## config.mk

```make
export PLATFORM = sky130hd
export DESIGN_NAME = timer_and_triple_pwm
export DESIGN_NICKNAME = d
export VERILOG_FILES = /design/src/hw/timer_pwm_pkg.sv /design/src/hw/pwm_ctl_if.sv /design/src/hw/timer_and_triple_pwm.sv /design/src/hw/triple_pwm.sv
export SDC_FILE = /design/constraint.sdc
export NUM_CORES = 1
export LEC_CHECK = 0
export ABC_AREA = 0
export ABC_CLOCK_PERIOD_IN_PS = 5920
export BUFFER_PORTS_ARGS = -buffer_cell sky130_fd_sc_hd__buf_2
export CORE_ASPECT_RATIO = 1.4
export CORE_MARGIN = 5
export CORE_UTILIZATION = 50
export CTS_CLUSTER_DIAMETER = 40
export DETAILED_ROUTE_END_ITERATION = 8
export PLACE_DENSITY = 0.75
export SLEW_MARGIN = 25
export SYNTH_ARGS = -nofsm -noshare
export SYNTH_HDL_FRONTEND = slang
export SYNTH_SLANG_ARGS = --single-unit
```

## constraint.sdc

```tcl
create_clock -name ref_clk -period 5.92 [get_ports ref_clk]
set_input_delay 0.296 -clock ref_clk [delete_from_list [all_inputs] [get_ports ref_clk]]
set_output_delay 0.296 -clock ref_clk [all_outputs]
set_load 0.01 [all_outputs]
```

## src/hw/timer_pwm_pkg.sv

```systemverilog
// shared constants and types for the timer and three-channel pwm block
package timer_pwm_pkg;

   // register byte addresses as printed
   localparam logic [31:0] ADDR_FREEZE_SET    = 32'h5000_3300;
   localparam logic [31:0] ADDR_FREEZE_CLEAR  = 32'h5000_3302;
   localparam logic [31:0] ADDR_TIMER_CONTROL = 32'h5000_3400;
   localparam logic [31:0] ADDR_ON_RELOAD     = 32'h5000_3402;
   localparam logic [31:0] ADDR_HIGH_RELOAD   = 32'h5000_3404;
   localparam logic [31:0] ADDR_LOW_RELOAD    = 32'h5000_3406;
   localparam logic [31:0] ADDR_DUTY_FIRST    = 32'h5000_3408;
   localparam logic [31:0] ADDR_DUTY_SECOND   = 32'h5000_340A;
   localparam logic [31:0] ADDR_DUTY_THIRD    = 32'h5000_340C;
   localparam logic [31:0] ADDR_PERIOD        = 32'h5000_340E;
   localparam logic [31:0] ADDR_TRIPLE_CTRL   = 32'h5000_3410;

   // widths
   localparam int DATA_W    = 16;
   localparam int ADDR_W    = 32;
   localparam int PWM_W     = 14;
   localparam int CHANNELS  = 3;

   // timer control field positions
   localparam int CTL_RUN_BIT     = 0;
   localparam int CTL_FAST_BIT    = 1;
   localparam int CTL_BYPASS_BIT  = 2;
   localparam int CTL_MODE_BIT    = 3;
   localparam int CTL_W           = 4;

   // three-channel control field positions
   localparam int TRI_ENABLE_BIT  = 0;
   localparam int TRI_SWPAUSE_BIT = 1;
   localparam int TRI_HWALLOW_BIT = 2;
   localparam int TRI_W           = 3;

   // freeze register field position for this timer
   localparam int FREEZE_TIMER_BIT = 1;

   // reset values
   localparam logic [CTL_W-1:0]  CTL_RESET    = 4'h0;
   localparam logic [TRI_W-1:0]  TRI_RESET    = 3'h4;
   localparam logic [DATA_W-1:0] RELOAD_RESET = 16'h0000;
   localparam logic [PWM_W-1:0]  PWM_RESET    = 14'h0000;

   // on-counter prescale when the divider is not bypassed
   localparam int            ON_DIVIDE   = 10;
   localparam logic [3:0]    ON_DIV_LAST = 4'(ON_DIVIDE - 1);

   // timer phase, one-hot
   typedef enum logic [2:0] {
      PHASE_IDLE = 3'b001,
      PHASE_HIGH = 3'b010,
      PHASE_LOW  = 3'b100
   } phase_t;

endpackage

```

## src/hw/pwm_ctl_if.sv

```systemverilog
// control and output bundle between the timer top and the three-channel generator
interface pwm_ctl_if #(
   parameter int W = 14,
   parameter int N = 3
);
   logic              enable;
   logic              pause;
   logic              tick;
   logic [W-1:0]      period;
   logic [N-1:0][W-1:0] duty;
   logic [N-1:0]      outs;

   modport ctl (output enable, output pause, output tick, output period, output duty,
                input outs);
   modport gen (input enable, input pause, input tick, input period, input duty,
                output outs);
endinterface

```

## src/hw/timer_and_triple_pwm.sv

```systemverilog
// general purpose timer with phase pwm plus a three-channel pwm unit
//
// Contract
// - with output style 0 the timer pwm output is steady high for the whole high phase.
// - with output style 1 the output carries the fast clock divided by two in the high phase.
// - divider bit 1 runs the on-counter on the selected clock, bit 0 on that clock over ten.
// - clock select 1 counts on the fast clock, 0 on the 32 kHz slow clock.
// - run bit 0 stops the timer and holds it in reset, run bit 1 lets it count.
// - writes to the on register set its reload value, reads return the live on-counter.
// - writes to the high register set the high reload, reads return the live phase counter.
// - writes to the low register set the low reload, reads return the live phase counter.
// - the three-channel unit drives its outputs only while its enable bit is 1.
// - the software pause bit pauses all three channels.
// - while the hardware pause allow bit is 1 (its reset value) a hardware request pauses them.
// - a 1 written to freeze-set halts the timer, a 1 to freeze-clear resumes it, 0 is ignored.
module timer_and_triple_pwm
   import timer_pwm_pkg::*;
(
   input  wire logic                ref_clk,
   input  wire logic                reset,
   input  wire logic [ADDR_W-1:0]   reg_addr,
   input  wire logic [DATA_W-1:0]   reg_wdata,
   input  wire logic                reg_write,
   input  wire logic                reg_read,
   output logic      [DATA_W-1:0]   reg_rdata,
   input  wire logic                slow_clk_in,
   input  wire logic                fast_clk_in,
   input  wire logic                hw_pause_req,
   output logic                     timer_pwm_out,
   output logic                     timer_pwm_out_n,
   output logic                     on_count_zero,
   output logic      [CHANNELS-1:0] channel_pwm_out
);

   // register state
   logic [CTL_W-1:0]              control_q;
   logic [DATA_W-1:0]             on_reload_value_q;
   logic [DATA_W-1:0]             high_reload_value_q;
   logic [DATA_W-1:0]             low_reload_value_q;
   logic [CHANNELS-1:0][PWM_W-1:0] duty_q;
   logic [PWM_W-1:0]              period_q;
   logic [TRI_W-1:0]              triple_ctrl_q;
   logic                          freeze_q;
   logic [DATA_W-1:0]             rdata_q;

   // pin synchronisers and edge detect
   logic [2:0] slow_sync_q;
   logic [2:0] fast_sync_q;
   logic [1:0] pause_sync_q;
   logic       slow_tick;
   logic       fast_tick;

   // timer state
   phase_t      phase_q;
   logic [DATA_W-1:0] on_counter_q;
   logic [DATA_W-1:0] high_low_counter_q;
   logic [3:0]  prescale_q;
   logic        half_rate_q;
   logic        on_zero_q;
   logic        pwm_q;
   logic        pwm_n_q;
   logic        chan_tick_q;

   // decoded controls
   logic timer_run;
   logic fast_clock_select;
   logic on_counter_divider_bypass;
   logic output_style;
   logic three_channel_enable;
   logic software_pause;
   logic hardware_pause_allow;
   logic timer_tick;
   logic on_tick;
   logic counting;

   assign timer_run                 = control_q[CTL_RUN_BIT];
   assign fast_clock_select         = control_q[CTL_FAST_BIT];
   assign on_counter_divider_bypass = control_q[CTL_BYPASS_BIT];
   assign output_style              = control_q[CTL_MODE_BIT];
   assign three_channel_enable      = triple_ctrl_q[TRI_ENABLE_BIT];
   assign software_pause            = triple_ctrl_q[TRI_SWPAUSE_BIT];
   assign hardware_pause_allow      = triple_ctrl_q[TRI_HWALLOW_BIT];

   // two flops on each pin, the third flop only feeds the edge detect
   always_ff @(posedge ref_clk) begin
      if (reset) begin
         slow_sync_q  <= 3'h0;
         fast_sync_q  <= 3'h0;
         pause_sync_q <= 2'h0;
      end else begin
         slow_sync_q  <= {slow_sync_q[1:0], slow_clk_in};
         fast_sync_q  <= {fast_sync_q[1:0], fast_clk_in};
         pause_sync_q <= {pause_sync_q[0], hw_pause_req};
      end
   end

   // rising edges of the sampled clocks; fast clock must stay below half of ref_clk
   assign slow_tick  = slow_sync_q[1] && !slow_sync_q[2];
   assign fast_tick  = fast_sync_q[1] && !fast_sync_q[2];
   assign timer_tick = fast_clock_select ? fast_tick : slow_tick;
   assign counting   = timer_run && !freeze_q;
   // on-counter sees every tick, or every tenth one
   assign on_tick    = timer_tick &&
                       (on_counter_divider_bypass || prescale_q == ON_DIV_LAST);

   // register writes
   always_ff @(posedge ref_clk) begin
      if (reset) begin
         control_q           <= CTL_RESET;
         on_reload_value_q   <= RELOAD_RESET;
         high_reload_value_q <= RELOAD_RESET;
         low_reload_value_q  <= RELOAD_RESET;
         duty_q              <= {CHANNELS{PWM_RESET}};
         period_q            <= PWM_RESET;
         triple_ctrl_q       <= TRI_RESET;
      end else if (reg_write) begin
         unique case (reg_addr)
            ADDR_TIMER_CONTROL: control_q           <= reg_wdata[CTL_W-1:0];
            ADDR_ON_RELOAD:     on_reload_value_q   <= reg_wdata;
            ADDR_HIGH_RELOAD:   high_reload_value_q <= reg_wdata;
            ADDR_LOW_RELOAD:    low_reload_value_q  <= reg_wdata;
            ADDR_DUTY_FIRST:    duty_q[0]           <= reg_wdata[PWM_W-1:0];
            ADDR_DUTY_SECOND:   duty_q[1]           <= reg_wdata[PWM_W-1:0];
            ADDR_DUTY_THIRD:    duty_q[2]           <= reg_wdata[PWM_W-1:0];
            ADDR_PERIOD:        period_q            <= reg_wdata[PWM_W-1:0];
            ADDR_TRIPLE_CTRL:   triple_ctrl_q       <= reg_wdata[TRI_W-1:0];
            default: ;
         endcase
      end
   end

   // freeze flag: only a written one acts, zeros are dropped
   always_ff @(posedge ref_clk) begin
      if (reset) begin
         freeze_q <= 1'b0;
      end else if (reg_write && reg_wdata[FREEZE_TIMER_BIT]) begin
         if (reg_addr == ADDR_FREEZE_SET) begin
            freeze_q <= 1'b1;
         end else if (reg_addr == ADDR_FREEZE_CLEAR) begin
            freeze_q <= 1'b0;
         end
      end
   end

   // read data one cycle after the strobe; counters read live
   always_ff @(posedge ref_clk) begin
      if (reset) begin
         rdata_q <= '0;
      end else if (reg_read) begin
         rdata_q <= '0;
         unique case (reg_addr)
            ADDR_TIMER_CONTROL: rdata_q[CTL_W-1:0] <= control_q;
            ADDR_ON_RELOAD:     rdata_q <= on_counter_q;
            ADDR_HIGH_RELOAD:   rdata_q <= high_low_counter_q;
            ADDR_LOW_RELOAD:    rdata_q <= high_low_counter_q;
            ADDR_DUTY_FIRST:    rdata_q[PWM_W-1:0] <= duty_q[0];
            ADDR_DUTY_SECOND:   rdata_q[PWM_W-1:0] <= duty_q[1];
            ADDR_DUTY_THIRD:    rdata_q[PWM_W-1:0] <= duty_q[2];
            ADDR_PERIOD:        rdata_q[PWM_W-1:0] <= period_q;
            ADDR_TRIPLE_CTRL:   rdata_q[TRI_W-1:0] <= triple_ctrl_q;
            ADDR_FREEZE_SET,
            ADDR_FREEZE_CLEAR:  rdata_q[FREEZE_TIMER_BIT] <= freeze_q;
            default: ;
         endcase
      end
   end

   // divide-by-ten prescale for the on-counter only
   always_ff @(posedge ref_clk) begin
      if (reset || !timer_run) begin
         prescale_q <= 4'h0;
      end else if (counting && timer_tick) begin
         prescale_q <= (prescale_q == ON_DIV_LAST) ? 4'h0 : prescale_q + 4'h1;
      end
   end

   // on-counter counts down and reloads at zero with a one-cycle marker
   always_ff @(posedge ref_clk) begin
      if (reset || !timer_run) begin
         on_counter_q <= RELOAD_RESET;
         on_zero_q    <= 1'b0;
      end else if (phase_q == PHASE_IDLE) begin
         on_counter_q <= on_reload_value_q;
         on_zero_q    <= 1'b0;
      end else if (counting && on_tick) begin
         on_zero_q <= (on_counter_q == '0);
         if (on_counter_q == '0) begin
            on_counter_q <= on_reload_value_q;
         end else begin
            on_counter_q <= on_counter_q - DATA_W'(1);
         end
      end else begin
         on_zero_q <= 1'b0;
      end
   end

   // high/low phase machine, the undivided tick drives it
   always_ff @(posedge ref_clk) begin
      if (reset || !timer_run) begin
         phase_q            <= PHASE_IDLE;
         high_low_counter_q <= RELOAD_RESET;
      end else if (counting) begin
         unique case (phase_q)
            PHASE_IDLE: begin
               phase_q            <= PHASE_HIGH;
               high_low_counter_q <= high_reload_value_q;
            end
            PHASE_HIGH: begin
               if (timer_tick) begin
                  if (high_low_counter_q == '0) begin
                     phase_q            <= PHASE_LOW;
                     high_low_counter_q <= low_reload_value_q;
                  end else begin
                     high_low_counter_q <= high_low_counter_q - DATA_W'(1);
                  end
               end
            end
            PHASE_LOW: begin
               if (timer_tick) begin
                  if (high_low_counter_q == '0) begin
                     phase_q            <= PHASE_HIGH;
                     high_low_counter_q <= high_reload_value_q;
                  end else begin
                     high_low_counter_q <= high_low_counter_q - DATA_W'(1);
                  end
               end
            end
            default: begin
               phase_q            <= PHASE_IDLE;
               high_low_counter_q <= RELOAD_RESET;
            end
         endcase
      end
   end

   // fast clock halved; restarts high at every high phase so the burst starts clean
   always_ff @(posedge ref_clk) begin
      if (reset || phase_q != PHASE_HIGH) begin
         half_rate_q <= 1'b1;
      end else if (fast_tick && !freeze_q) begin
         half_rate_q <= !half_rate_q;
      end
   end

   // timer pwm outputs, both low while stopped
   always_ff @(posedge ref_clk) begin
      if (reset) begin
         pwm_q   <= 1'b0;
         pwm_n_q <= 1'b0;
      end else begin
         pwm_q   <= (phase_q == PHASE_HIGH) && (!output_style || half_rate_q);
         pwm_n_q <= (phase_q == PHASE_LOW);
      end
   end

   // three-channel unit counts on fast clock edges
   always_ff @(posedge ref_clk) begin
      if (reset) begin
         chan_tick_q <= 1'b0;
      end else begin
         chan_tick_q <= fast_tick;
      end
   end

   pwm_ctl_if #(.W(PWM_W), .N(CHANNELS)) chan_bus ();

   assign chan_bus.enable = three_channel_enable;
   assign chan_bus.pause  = software_pause ||
                            (hardware_pause_allow && pause_sync_q[1]);
   assign chan_bus.tick   = chan_tick_q;
   assign chan_bus.period = period_q;
   assign chan_bus.duty   = duty_q;

   triple_pwm #(.W(PWM_W), .N(CHANNELS)) u_triple (
      .ref_clk (ref_clk),
      .reset   (reset),
      .bus     (chan_bus)
   );

   assign reg_rdata       = rdata_q;
   assign timer_pwm_out   = pwm_q;
   assign timer_pwm_out_n = pwm_n_q;
   assign on_count_zero   = on_zero_q;
   assign channel_pwm_out = chan_bus.outs;

endmodule

```

## src/hw/triple_pwm.sv

```systemverilog
// three pwm channels sharing one period counter
module triple_pwm
   import timer_pwm_pkg::*;
#(
   parameter int W = PWM_W,
   parameter int N = CHANNELS
) (
   input wire logic ref_clk,
   input wire logic reset,
   pwm_ctl_if.gen   bus
);

   logic [W-1:0] count_q;
   logic [N-1:0] outs_q;

   // refuse sizes the counter and compare cannot serve
   if (W < 1 || N < 1) begin : g_bad_size
      $error("triple_pwm: bad width or channel count");
   end

   // shared period counter, held at zero when disabled and frozen while paused
   always_ff @(posedge ref_clk) begin
      if (reset || !bus.enable) begin
         count_q <= '0;
      end else if (bus.tick && !bus.pause) begin
         if (count_q >= bus.period) begin
            count_q <= '0;
         end else begin
            count_q <= count_q + W'(1);
         end
      end
   end

   // per channel compare; paused or disabled channels sit low
   for (genvar i = 0; i < N; i++) begin : g_chan
      always_ff @(posedge ref_clk) begin
         if (reset) begin
            outs_q[i] <= 1'b0;
         end else begin
            outs_q[i] <= bus.enable && !bus.pause && (count_q < bus.duty[i]);
         end
      end
   end

   assign bus.outs = outs_q;

endmodule

```

### After elaboration in Yosys (flattened, before gate mapping)

Index checks and enable logic that the tools add are counted.

* logic and storage cells: 128
* output and inout bits: 22
* register bits after elaboration: 197

* bitwise gates (word level): 1
* $lt $le $gt $ge: 4
* reduce and logical (&&, ||, !) cells: 48
* eq/ne operators: 20
* $add $sub $neg: 4
* multiplexer cells: 24

Operator list (count)
* equality test 32 x 31 -> 1 bit (second input constant): 11
* two-way mux 16 bit: 7
* case mux 10 bit (6 select lines): 1
* case mux 16 bit (3 select lines): 1
* less-than comparator 14 bit: 3
* logical NOT 16 bit: 2
* subtractor 16 x 1 -> 16 bit (second input constant): 2
* AND reduction 2 bit: 10
* case mux 1 bit (8 select lines): 2
* logical AND 1 bit: 15
* adder 14 x 1 -> 14 bit (second input constant): 1
* >= comparator 14 bit: 1
* two-way mux 14 bit: 1
* two-way mux 3 bit: 4
* case mux 1 bit (9 select lines): 1
* case mux 3 bit (3 select lines): 1
* logical NOT 1 bit: 8
* inequality test 2 bit (second input constant): 4
* case mux 1 bit (7 select lines): 1
* logical OR 1 bit: 6
* AND reduction 5 bit: 1
* adder 4 x 1 -> 4 bit (second input constant): 1
* equality test 4 bit (second input constant): 1
* two-way mux 4 bit: 1
* other kinds (11): 15

### Longest topological paths before layout

* word-level depth: 7
* gate-level depth with buffers: 9
* gate-level depth less buffers: 7

### Cells and area by module

Synthesis repeated with hierarchy kept, for this count alone.

* cells, all modules: 1285
* area, all modules: 11219.5 um^2

Modules (own cells, without submodules)
* timer_and_triple_pwm: sequential area each 3603.5 um^2, cells an instance 1018, times used 1, area an instance 9113.7 um^2
* triple_pwm: sequential area each 340.3 um^2, cells an instance 267, times used 1, area an instance 2105.8 um^2

### Least setup slack after synthesis

OpenSTA, ideal clock, no wires.

* path type: register to register
* start point: register high_low_counter_q[0]
* end point: register high_low_counter_q[2]
* data arrival time: 2197 ps
* cell stages (with the launch flop): 9
* period minus slack after synthesis: 2314 ps
* path slack: 3606 ps
* buffers on the path: 1
* library setup time: 117 ps
* cell sequence: dfxtp_1 -> inv_1 -> ha_1 -> or4b_4 -> or4_4 -> buf_6 -> nand2_1 -> o21ai_0 -> a32o_1

* word-level cells in the longest chain between the ends: 4
* elaborated cells on any way between the ends: 7

RTL lines
* from (decl): line timer_and_triple_pwm.sv:56 `logic [DATA_W-1:0] high_low_counter_q;`
* from (signal assigned): line timer_and_triple_pwm.sv:206 `high_low_counter_q <= high_reload_value_q;`
* from (signal assigned): line timer_and_triple_pwm.sv:212 `high_low_counter_q <= low_reload_value_q;`
* from (signal assigned): line timer_and_triple_pwm.sv:214 `high_low_counter_q <= high_low_counter_q - DATA_W'(1);`
* subtractor 16 x 1 -> 16 bit / logical NOT 16 bit (equally long branches)
* two-way mux 16 bit, on equally long branches: line timer_and_triple_pwm.sv:220, timer_and_triple_pwm.sv:210
* two-way mux 16 bit, on equally long branches: line timer_and_triple_pwm.sv:219, timer_and_triple_pwm.sv:209
* case mux 16 bit (3 select lines) *: line timer_and_triple_pwm.sv:203 `unique case (phase_q)`

Every way passes the cells marked *; elsewhere a longest branch is shown, timed or not. The select of a mux whose other input is x is not followed.
A chain may end at the register's enable or synchronous reset.

### Worst setup path in the final report

* start point: register u_triple.count_q[7]
* end point: register u_triple.count_q[13]

* word-level cells in the longest chain between the ends: 2
* elaborated cells on any way between the ends: 3

RTL lines
* from (decl): line triple_pwm.sv:13 `logic [W-1:0] count_q;`
* from (signal assigned): line triple_pwm.sv:29 `count_q <= count_q + W'(1);`
* adder 14 x 1 -> 14 bit / >= comparator 14 bit (equally long branches): line triple_pwm.sv:29, triple_pwm.sv:26
* two-way mux 14 bit *: line triple_pwm.sv:26 `if (count_q >= bus.period) begin`

Every way passes the cells marked *; elsewhere a longest branch is shown, timed or not.

==> impl_metrics.yaml <==
die:
  start_util_pct: 50.6
  die_w_um: 135
  core_area_sq_um: 21800
  num_rows: 64
  die-area_sq_um: 25100
  io_pins: 77
  die_y_um: 186
placed_design:
  hpwl_um: 25200
  port_buffers: 76
  gp_congestion: 1.04
sta:
  fmax_ghz: 0.341
  rsz0062_at_grt: "no"
  period_needed_ps: 2930
  slew_viol_final: 0
  hold_viol_final: 0
  finClkSkew_ps: 9.87
  period_share_pct: 49.6
  slew_headroom_pct: 27.9
  fin_tns_setup_ps: 0
  setup_violations: 0
  tightest_slew_ps: 1080
power_and_ir_drop:
  peakVddDrop_mv: 0.183
  power.leakage_nw: 4.10
  p_per_area_nw_per_um2: 216
clocking:
  cts_tree: "yes"
  path_clk_slew_ps: 80
  htree_levels: 4
  cts_hold_buffers: 0
  clockBufferDepth: 2
  cts_resized: 0
  post-cts-setup-buffers: 0
  cts_buffers: 17
  cts_root_buf: "clkbuf_16"
  clkSinkCount: 197
  clk_latency_ps: 440
logic_synthesis:
  synth-edff-count: 0
  syn_area_per_cell_sq_um: 7.60
  ys_types: 73
  synth_top_area_share_pct: 35.8
  netlist_area_sq_um: 11000
  yosys.area.top_type: "dfxtp_1"
  synth_cells: 1449
  synthTopCellsByArea: "dfxtp_1 (36%), nand2_1 (10%), ha_1 (6.6%)"
  yosysMostFrequentCell: "nand2_1"
  async_flop_share_pct: 0
  synth_common_cells: "nand2_1 (305), dfxtp_1 (197), a21oi_1 (134), clkbuf_1 (85), inv_1 (73)"
  synth-main-ff-cell: "dfxtp_1"
  synth_warnings: 0
  ys_seq_elements: 197
  syn-num-nets: 1562
  seq_area_frac_synth_pct: 35.8
route:
  drtIter0Drc: 956
  vias: 10800
  final_antenna_net_count: 0
  drt-wirelength-per-cell_um: 19.9
  drt_wl_total_um: 35100
  remaining_drc_errors: 0
  viasPerCell: 6.13
  drt-pass1-iter-count: 5
min_path:
  hp-start: "fast_clk_in"
  hold_class: "input port to flip-flop"
critical_path:
  crit_buf_inv: 0
  critPathSlowestCell: "a21oi_1"
  critPathTopFamily: "compound AO/OA/AOI/OAI gates"
  critical_path_class: "flip-flop to flip-flop"
  worst_path_largest_cell_delay_ps: 820
  path_max_fanout: 11
  r2r_start: "u_triple.count_q[7]"
  crit_arrival_ps: 3220
  cp-end-kind: "flip-flop"
  worstPathCellList: "ha_1 > o21ai_0 > a211oi_1 > o311ai_0 > a21oi_1 > nor3_1"
  ff2ff_setup_slack_ps: 2990
  cp-start-kind: "flip-flop"
  crit_path_start: "u_triple.count_q[7]"
  worstPathRequired_ps: 6200
layout:
  area.growth.synth_to_final_pct: 9.66
  drive_gt1_share_pct: 10.2
  finish.utilization_pct: 55.5
  diodes: 0
  fin_nets: 1567
global_route:
  antenna_found_initial: 0
  grt_usage_pct: 28.1
  grt.overflow.total: 0
  grt_max_degree: 76
  grt_pass1_wl_um: 56200
  grt_pass1_vias: 10600
run:
  max_cap_violations: 0
run_status:
  status: "completed"
[area by class of cell]
class                           instances  area, sq um
Clock buffer                           19          433
Clock inverter                         13          149
Fill cell                            2118         9700
Inverter                               73          274
Multi-Input combinational cell       1073         6410
Sequential cell                       197         3940
Tap cell                              297          372
Timing Repair Buffer                   92          503
[stage by stage]
stage	hold WS (ps)	worst slack (ps)	instance area [sq um]	instances	total power, W
after floorplan	414	3610	11000	1449	0.00140
after global placement	417	2890	11500	1732	0.00145
after detailed placement	426	2920	11500	1732	0.00145
after CTS	59.7	2980	12100	1764	0.00261
after global routing	73.4	2830	12100	1764	0.00268
final	61.5	2990	12100	1764	0.00261
[per-layer routing]
layer	wire length, um	track usage, %
met3	1990	3.70
met2	17600	50.2
met5	0	0
met4	2020	15.1
met1	13500	32.4
[final timing paths]
check,end,cells after the start
worst min-delay path,fast_sync_q[0],2
worst max-delay path,u_triple.count_q[13],6
worst max register to register,u_triple.count_q[13],6
worst min register to register,slow_sync_q[1],1
[cell families after synthesis]
group                    after synthesis  share of synthesized area [%]
AO/OA/AOI/OAI                        329                           18.9
XOR/XNOR                              16                           1.27
adder cells (fa/ha/maj)               58                           6.59
buffers and inverters                179                           6.34
flip-flops                           197                           35.8
multiplexers                          36                           3.34
AND/OR/NAND/NOR                      634                           27.7
[cells in the final DEF (no fill, tap or decap), drive strengths merged, types with 13 or more instances in the layout]
cell	netlist	routed
inv	73	78
a21o	13	13
nand2	305	305
ha	58	58
nor4	20	20
nand4	38	38
o21ai	57	57
nor2	67	67
a211oi	26	26
nand3	32	32
nor3	68	68
nor2b	22	22
a21oi	134	134
mux2i	30	30
buf	20	92
clkbuf	86	19
or3	13	13
dfxtp	197	197
[where the power goes]
part	leakage [nW]	total [W]	internal (W)	switching, W
Sequential	1.59	0.00133	0.00133	0.00000240
Clock	0.275	0.00118	0.000631	0.000553
Combinational	2.24	0.0000917	0.0000249	0.0000668
[registers in the layout, summed over array words and instances (netlist names), 2 cells and up]
name / cells
on_reload_value_q: 16
control_q: 4
prescale_q: 4
high_low_counter_q: 16
triple_ctrl_q: 3
u_triple.count_q: 14
phase_q: 3
pause_sync_q: 2
chan_bus.duty: 42
reg_rdata: 16
high_reload_value_q: 16
slow_sync_q: 3
u_triple.bus.outs: 3
fast_sync_q: 3
on_counter_q: 16
chan_bus.period: 14
low_reload_value_q: 16
Power figures use the tool's default switching activity.
